## src/dma_cc_pkg.sv

```systemverilog
// Contract
// - Normal mode stops on count underflow
// - Normal completion clears the enable bit
// - Completion raises interrupt unless channel masked
// - Ring mode ignores count, runs until disabled
// - Ring mode never raises completion interrupt
// - Fixed address stays at programmed value
// - Incrementing 8-bit address ends last plus one
// - Incrementing 16-bit address ends last plus two
// - Count reads all ones after completion
// - Count writes ignored while channel enabled
// - Request flag cleared by writing zero or by a finished unit
// - Cross-channel DMA address writes always accepted
// - Status bit written one keeps its value
// - Count decrements once per unit, 256 maximum

// ****************************************
// Shared constants of the completion block
// ****************************************
package dma_cc_pkg;

  // Number of channels and widths
  localparam int NCH_DEF = 10;
  localparam int ADDR_W = 32;
  localparam int CNT_W = 8;
  localparam int BUS_AW = 8;
  localparam int BUS_DW = 32;

  // Per-channel word offsets, channel n at n times the stride
  localparam logic [7:0] OFF_CTRL = 8'h00;
  localparam logic [7:0] OFF_SRC = 8'h04;
  localparam logic [7:0] OFF_DST = 8'h08;
  localparam logic [7:0] OFF_CNT = 8'h0C;
  localparam logic [7:0] CH_STRIDE = 8'h10;

  // Shared registers above the channel windows
  localparam logic [7:0] OFF_STAT = 8'hF0;
  localparam logic [7:0] OFF_MASK = 8'hF4;

  // Control register field positions
  localparam int CTL_EN = 0;
  localparam int CTL_REQ = 1;
  localparam int CTL_RING = 2;
  localparam int CTL_SZ16 = 3;
  localparam int CTL_SINC = 4;
  localparam int CTL_DINC = 5;

  // Reset values
  localparam logic [ADDR_W-1:0] ADDR_RST = 32'h00000000;
  localparam logic [CNT_W-1:0] CNT_RST = 8'h00;
  localparam logic [BUS_DW-1:0] MASK_RST = 32'h00000000;

  // Count arithmetic
  localparam logic [CNT_W-1:0] CNT_ONE = 8'h01;
  localparam logic [CNT_W-1:0] CNT_ZERO = 8'h00;
  localparam logic [CNT_W-1:0] CNT_ONES = 8'hFF;

  // Address steps and ring wrap masks
  localparam logic [ADDR_W-1:0] STEP8 = 32'h00000001;
  localparam logic [ADDR_W-1:0] STEP16 = 32'h00000002;
  localparam logic [ADDR_W-1:0] RING8_MASK = 32'h0000001F;
  localparam logic [ADDR_W-1:0] RING16_MASK = 32'h0000003F;

endpackage

```

## src/dma_addr_step.sv

```systemverilog
`timescale 1ns/10ps
// ****************************************
// Next address after one transfer unit
// ****************************************
module dma_addr_step
(
  // Current state
  input wire logic [dma_cc_pkg::ADDR_W-1:0] addrIn,
  // Mode
  input wire logic incEn,
  input wire logic size16,
  input wire logic ring,
  // Result
  output logic [dma_cc_pkg::ADDR_W-1:0] addrOut
);
  import dma_cc_pkg::*;

  logic [ADDR_W-1:0] sum; // Plain increment
  logic [ADDR_W-1:0] wrapMask; // Bits that move in ring mode

  // Step by unit size, wrap low bits in ring mode
  always_comb
  begin
    sum = addrIn + (size16 ? STEP16 : STEP8);
    wrapMask = size16 ? RING16_MASK : RING8_MASK;
    if (!incEn)
    begin
      // Fixed direction: never moves
      addrOut = addrIn;
    end
    else if (ring)
    begin
      // High bits frozen so the buffer recycles to its start
      addrOut = (addrIn & ~wrapMask) | (sum & wrapMask);
    end
    else
    begin
      addrOut = sum;
    end
  end

endmodule

```

## src/dma_completion_ctrl.sv

```systemverilog
// Design decisions made here: the strobed register port and the placing of the registers.
`timescale 1ns/10ps
// ****************************************
// Channel completion, interrupt and write protection
// ****************************************
module dma_completion_ctrl
#(
  parameter int NCH = dma_cc_pkg::NCH_DEF,
  parameter int CHW = $clog2(NCH)
)
(
  // Clock and reset
  input wire logic mclk,
  input wire logic rst_b,
  // Register port
  input wire logic [dma_cc_pkg::BUS_AW-1:0] regAddr,
  input wire logic [dma_cc_pkg::BUS_DW-1:0] regWrData,
  input wire logic regWr,
  input wire logic regRd,
  output logic [dma_cc_pkg::BUS_DW-1:0] regRdData,
  // Write issued by the DMA engine itself, with its channel
  input wire logic dmaWr,
  input wire logic [CHW-1:0] dmaWrCh,
  // Peripheral requests and unit completion from the engine
  input wire logic [NCH-1:0] dmaReq,
  input wire logic unitDone,
  input wire logic [CHW-1:0] unitCh,
  // Channel state
  output logic [NCH-1:0] chEn,
  output logic [NCH-1:0] chReq,
  output logic irq
);
  import dma_cc_pkg::*;

  // ****************************************
  // State
  // ****************************************
  logic [NCH-1:0] en_q, en_d; // Transfer enable
  logic [NCH-1:0] req_q, req_d; // Transfer request flag
  logic [NCH-1:0] ring_q, ring_d; // Ring buffer mode
  logic [NCH-1:0] sz_q, sz_d; // 16-bit units
  logic [NCH-1:0] sinc_q, sinc_d; // Source increments
  logic [NCH-1:0] dinc_q, dinc_d; // Destination increments
  logic [ADDR_W-1:0] src_q [NCH], src_d [NCH]; // Source address
  logic [ADDR_W-1:0] dst_q [NCH], dst_d [NCH]; // Destination address
  logic [CNT_W-1:0] cnt_q [NCH], cnt_d [NCH]; // Transfer count
  logic [NCH-1:0] stat_q, stat_d; // Sticky completion status
  logic [NCH-1:0] mask_q, mask_d; // One masks the channel
  logic [BUS_DW-1:0] rd_q, rd_d; // Read data, one cycle late

  // ****************************************
  // Helpers
  // ****************************************
  logic [ADDR_W-1:0] srcStep [NCH]; // Source after one unit
  logic [ADDR_W-1:0] dstStep [NCH]; // Destination after one unit
  logic [NCH-1:0] unitHit; // Unit finished on enabled channel
  logic [NCH-1:0] doneEv; // Normal-mode completion
  logic [NCH-1:0] wCtrl, wSrc, wDst, wCnt; // Accepted writes
  logic wStat; // Status write

  // Channel register address match
  function automatic logic hits(input logic [BUS_AW-1:0] a, input int c,
                                input logic [7:0] off);
    hits = (a == (8'(c) * CH_STRIDE + off));
  endfunction

  // Address steppers, one pair per channel
  genvar g;
  generate
    for (g = 0; g < NCH; g++)
    begin : gStep
      dma_addr_step uSrc (.addrIn(src_q[g]), .incEn(sinc_q[g]), .size16(sz_q[g]),
        .ring(ring_q[g]), .addrOut(srcStep[g]));
      dma_addr_step uDst (.addrIn(dst_q[g]), .incEn(dinc_q[g]), .size16(sz_q[g]),
        .ring(ring_q[g]), .addrOut(dstStep[g]));
    end
  endgenerate

  // ****************************************
  // Next-state logic
  // ****************************************
  always_comb
  begin
    logic cpuOk, otherOk;
    cpuOk = 1'b0;
    otherOk = 1'b0;
    en_d = en_q;
    req_d = req_q;
    ring_d = ring_q;
    sz_d = sz_q;
    sinc_d = sinc_q;
    dinc_d = dinc_q;
    mask_d = mask_q;
    stat_d = stat_q;
    for (int c = 0; c < NCH; c++)
    begin
      src_d[c] = src_q[c];
      dst_d[c] = dst_q[c];
      cnt_d[c] = cnt_q[c];
      // CPU, or another channel's DMA; own-channel DMA writes dropped
      cpuOk = regWr && !dmaWr;
      otherOk = regWr && dmaWr && (32'(dmaWrCh) != c);
      unitHit[c] = unitDone && (32'(unitCh) == c) && en_q[c];
      doneEv[c] = unitHit[c] && !ring_q[c] && (cnt_q[c] == CNT_ZERO);
      wCtrl[c] = (cpuOk || otherOk) && hits(regAddr, c, OFF_CTRL);
      // Address writes: CPU only while idle, other channels any time
      wSrc[c] = hits(regAddr, c, OFF_SRC) && ((cpuOk && !en_q[c]) || otherOk);
      wDst[c] = hits(regAddr, c, OFF_DST) && ((cpuOk && !en_q[c]) || otherOk);
      // Count is hardware protected while enabled
      wCnt[c] = hits(regAddr, c, OFF_CNT) && (cpuOk || otherOk) && !en_q[c];

      // Control write
      if (wCtrl[c])
      begin
        en_d[c] = regWrData[CTL_EN];
        // Written zero clears; written one is no-op
        if (!regWrData[CTL_REQ])
        begin
          req_d[c] = 1'b0;
        end
        // Mode bits frozen while running, avoids mid-run switch
        if (!en_q[c])
        begin
          ring_d[c] = regWrData[CTL_RING];
          sz_d[c] = regWrData[CTL_SZ16];
          sinc_d[c] = regWrData[CTL_SINC];
          dinc_d[c] = regWrData[CTL_DINC];
        end
      end
      if (wSrc[c])
      begin
        src_d[c] = regWrData;
      end
      if (wDst[c])
      begin
        dst_d[c] = regWrData;
      end
      if (wCnt[c])
      begin
        cnt_d[c] = regWrData[CNT_W-1:0];
      end

      // One unit moved
      if (unitHit[c])
      begin
        // One per unit, wraps in ring mode
        cnt_d[c] = cnt_q[c] - CNT_ONE;
        req_d[c] = 1'b0;
        // A cross-channel write in the same cycle takes priority
        if (!wSrc[c])
        begin
          src_d[c] = srcStep[c];
        end
        if (!wDst[c])
        begin
          dst_d[c] = dstStep[c];
        end
      end
      // Completion beats a same-cycle enable write
      if (doneEv[c])
      begin
        en_d[c] = 1'b0;
      end
      // New request wins over any clear
      if (dmaReq[c])
      begin
        req_d[c] = 1'b1;
      end
    end

    // Status: written zero clears, one
    wStat = regWr && (regAddr == OFF_STAT);
    if (wStat)
    begin
      stat_d = stat_q & regWrData[NCH-1:0];
    end
    // Set wins over clear; ring channels never reach doneEv
    stat_d = stat_d | doneEv;
    if (regWr && !dmaWr && (regAddr == OFF_MASK))
    begin
      mask_d = regWrData[NCH-1:0];
    end
  end

  // ****************************************
  // Read mux
  // ****************************************
  always_comb
  begin
    rd_d = '0;
    if (regRd)
    begin
      for (int c = 0; c < NCH; c++)
      begin
        if (hits(regAddr, c, OFF_CTRL))
        begin
          rd_d[CTL_EN] = en_q[c];
          rd_d[CTL_REQ] = req_q[c];
          rd_d[CTL_RING] = ring_q[c];
          rd_d[CTL_SZ16] = sz_q[c];
          rd_d[CTL_SINC] = sinc_q[c];
          rd_d[CTL_DINC] = dinc_q[c];
        end
        if (hits(regAddr, c, OFF_SRC))
        begin
          rd_d = src_q[c];
        end
        if (hits(regAddr, c, OFF_DST))
        begin
          rd_d = dst_q[c];
        end
        if (hits(regAddr, c, OFF_CNT))
        begin
          rd_d[CNT_W-1:0] = cnt_q[c];
        end
      end
      // Unmapped addresses read as zero
      if (regAddr == OFF_STAT)
      begin
        rd_d[NCH-1:0] = stat_q;
      end
      if (regAddr == OFF_MASK)
      begin
        rd_d[NCH-1:0] = mask_q;
      end
    end
  end

  // ****************************************
  // Registers
  // ****************************************
  always_ff @(posedge mclk)
  begin
    if (!rst_b)
    begin
      en_q <= '0;
      req_q <= '0;
      ring_q <= '0;
      sz_q <= '0;
      sinc_q <= '0;
      dinc_q <= '0;
      stat_q <= '0;
      mask_q <= MASK_RST[NCH-1:0];
      rd_q <= '0;
      for (int c = 0; c < NCH; c++)
      begin
        src_q[c] <= ADDR_RST;
        dst_q[c] <= ADDR_RST;
        cnt_q[c] <= CNT_RST;
      end
    end
    else
    begin
      en_q <= en_d;
      req_q <= req_d;
      ring_q <= ring_d;
      sz_q <= sz_d;
      sinc_q <= sinc_d;
      dinc_q <= dinc_d;
      stat_q <= stat_d;
      mask_q <= mask_d;
      rd_q <= rd_d;
      for (int c = 0; c < NCH; c++)
      begin
        src_q[c] <= src_d[c];
        dst_q[c] <= dst_d[c];
        cnt_q[c] <= cnt_d[c];
      end
    end
  end

  // Outputs
  assign regRdData = rd_q;
  assign chEn = en_q;
  assign chReq = req_q;
  // Level interrupt from unmasked sticky bits
  assign irq = |(stat_q & ~mask_q);

  generate
    for (g = 0; g < NCH; g++)
    begin : gChk

    end
  endgenerate
endmodule

```

## config.mk

```make
export PLATFORM = sky130hd
export DESIGN_NAME = dma_completion_ctrl
export DESIGN_NICKNAME = d
export VERILOG_FILES = /design/src/dma_cc_pkg.sv /design/src/dma_addr_step.sv /design/src/dma_completion_ctrl.sv
export SDC_FILE = /design/constraint.sdc
export NUM_CORES = 2
export LEC_CHECK = 0
export BUFFER_PORTS_ARGS = -buffer_cell sky130_fd_sc_hd__buf_2
export CAP_MARGIN = 10
export CORE_MARGIN = 1
export CORE_UTILIZATION = 40
export CTS_CLUSTER_SIZE = 25
export DETAILED_ROUTE_END_ITERATION = 8
export PLACE_DENSITY = 0.55
export SYNTH_ARGS = -nofsm -noshare
export SYNTH_HDL_FRONTEND = slang
export SYNTH_SLANG_ARGS = --single-unit
```

## constraint.sdc

```tcl
create_clock -name mclk -period 3.95 [get_ports mclk]
set_clock_uncertainty 0.1 [all_clocks]
set_input_delay 0.1975 -clock mclk [delete_from_list [all_inputs] [get_ports mclk]]
set_output_delay 0.1975 -clock mclk [all_outputs]
set_load 0.005 [all_outputs]
```

==> out/results.tsv <==
metric	value	unit
Rel. slew slack	14.0	%
P_leak	0.0203	uW
WP data required	4.52	ns
Die X	375	um
Core ar.	138000	um^2
Unique masters post-synth	103	
antenna-violating nets left	0	
maximum vdd drop	408	uV
Worst Max-Slew Pin Slew	1.29	ns
Reg-to-Reg Start	sz_q[4]	
syn_nets	7839	
RSZ-0062 raised after global routing	false	
# clock sinks	832	
initial core utilization	40.4	%
drt wl/cell	32.5	um
Synth Flop Type	dfxtp_1	
Critical R2R Capture	dst_q[4][28]	
synthesized area per cell	7.23	um^2
Fin. Hold Viols	0	
Pre-antenna DRT Iters	9	
clk_lat worst skew	0.79	ns
WP data arrival	4.10	ns
top post-synthesis cells by count	891 x nand2_1, 849 x nor2_1, 832 x dfxtp_1, 620 x o21ai_0, 616 x a21oi_1	
max frequency	0.284	GHz
CTS root buffer	clkbuf_16	
register bit count reported by yosys	832	
fin. max-slew vios	0	
largest net degree at the start of global routing	129	
number of global-route vias before repair	58600	
io pins	117	
Setup crit end kind	register	
FP Rows	136	
port buffer count	116	
post-synthesis sequential area ratio	29.9	%
Design Area, Final	63000	um^2
final setup fails	0	
WL final	312	mm
first-pass GRT wire length	439	mm
total grt overflow	0	
WL met3	38.6	mm
Startpoint Class	register	
via count	66300	
hold_sp	regWrData[5]	
worst-case clock buffer depth	3	
pwr dens	322	nW/um^2
post-synthesis cell area	55700	um^2
Total Nets Final	7835	
Total Power	20300	uW
status	finished clean	
placed inst area	59000	um^2
top post-synthesis cells by area	dfxtp_1 30%, nand2_1 6.0%, nor2_1 5.7%	
min Tclk post-route	3.52	ns
flop2flop setup slack	0.43	ns
pre-CTS setup slack	-0.0147	ns
H-tree Lvls	3	
Placer Congestion	1.09	
Crit Path Max Fanout	6	
Final Cycle Share	89.2	%
Worst Hold Path EP	dinc_q[1]	
hold depth	3	
Final Hold Slack	0.0410	ns
synthesized instance count	7705	
max_cap viols	0	
WS Path Type	reg -> reg	
CTS tree	built	
initial antenna violation count	40	
post-synthesis async set-or-reset flop share	0	%
Die ar.	141000	um^2
area grow syn2layout	13.0	%
top cell type's share of synthesized area	29.9	%
HP Class	in -> reg	
Num CTS Buffers	105	
met1 wire length	121	mm
top cell type by total area after synthesis	dfxtp_1	
Total GRT Usage	42.4	%
Die H	375	um
top sig layer	met5	
routed vias/inst	6.90	
drt initial violations	11200	
clk slew on worst S/H paths	0.06	ns
Detail Placement HPWL	227	mm
Synthesis Warnings	0	
met2 wire length	127	mm
Final WS setup	0.427	ns
number of synthesized flops with an enable pin	0	
most numerous cell in the Yosys netlist	nand2_1	
post-route DRC violation count	0	
share of layout cells above drive strength 1	10.0	%
Util after Layout	45.7	%
worst r2r path cells	11	
post-CTS resize count	0	
through the flow:
step	TNS, ns	cells
floorplan	0	7705
global placement	0	9359
detailed placement	-0.0147	9359
CTS	0	9579
global route	0	9582
finish	0	9597
flip-flops by register name (all words and copies together), names as in the netlist, named ones only:
signal and count:
stat_q 10, sz_q 10, ring_q 10, chEn 10
chReq 10, src_q 310, dst_q 310, dinc_q 10
cnt_q 80, regRdData 32, sinc_q 10, mask_q 10
area by class of cell:
cell class / instances / area [um^2]
Inverter: 184 / 698
Tap cell: 1794 / 2240
Antenna cell: 16 / 40.0
Clock inverter: 39 / 498
Sequential cell: 832 / 16700
Multi-Input combinational cell: 6086 / 36100
Clock buffer: 154 / 3130
Fill cell: 14000 / 74900
Timing Repair Buffer: 492 / 3630
worst max-delay path, cell delays in order, from the launching register on:
cell and delay [ns]:
dfxtp_1 0.37, inv_1 0.20, ha_1 0.21, inv_1 0.07, fa_1 0.45, nand2b_1 0.25
nor4_1 0.61, nand3_1 0.32, nor3b_1 0.36, nand2_1 0.12, xor2_1 0.15, a211oi_1 0.22
logic make-up (layout without fill, tap and decap cells):
family,Yosys count,in the layout,synth area share (%)
fa+ha+maj,70,70,1.84
flops,832,832,29.9
compound gates,2605,2605,30.4
xor+xnor,237,237,3.73
simple gates,3109,3109,27.3
buf+inv,787,869,5.59
mux,65,65,1.21
other cells,0,16,0
worst max path at each step:
stage	startpoint	end	slack [ns]	cells after the start
2_1_floorplan	sz_q[1]	src_q[1][30]	0.77	12
3_3_place_gp	regAddr[4]	regRdData[27]	0.06	8
3_5_place_dp	regAddr[6]	regRdData[19]	-0.01	9
4_1_cts	sz_q[4]	dst_q[4][28]	0.47	11
5_1_grt	sz_q[4]	dst_q[4][28]	0.08	11
6_report	sz_q[4]	dst_q[4][28]	0.43	11
routing by layer:
metal  GRT usage (%)  vias to the layer above
met4            28.0                       24
met1            56.3                    31600
met3            9.90                     1021
li1                -                    28800
met5               0                        -
met2            61.1                     4787
timing repair:
item / CTS / global route
hold endpoints to repair: 94 / 0
hold buffers: 27 / 0
buffers inserted: 0 / 0
power by group:
group          internal [uW]  total (uW)  switching [uW]
Clock                   6160       10400            4290
Sequential              8420        8460            47.8
Combinational            286        1380            1100
Total                  14900       20300            5430
layout by cell type (no fill, tap or decap), types with 117 or more instances in the layout:
cell / count
nand4_1: 144
nand3_1: 292
a221oi_1: 131
a22oi_1: 184
nand2_1: 889
xnor2_1: 145
o22ai_1: 117
inv_1: 181
dfxtp_1: 832
nor3_1: 245
a21oi_1: 616
nor2_1: 845
a211oi_1: 212
buf_4: 340
o21ai_0: 617
Note: power is estimated with default switching activity, not from simulation.
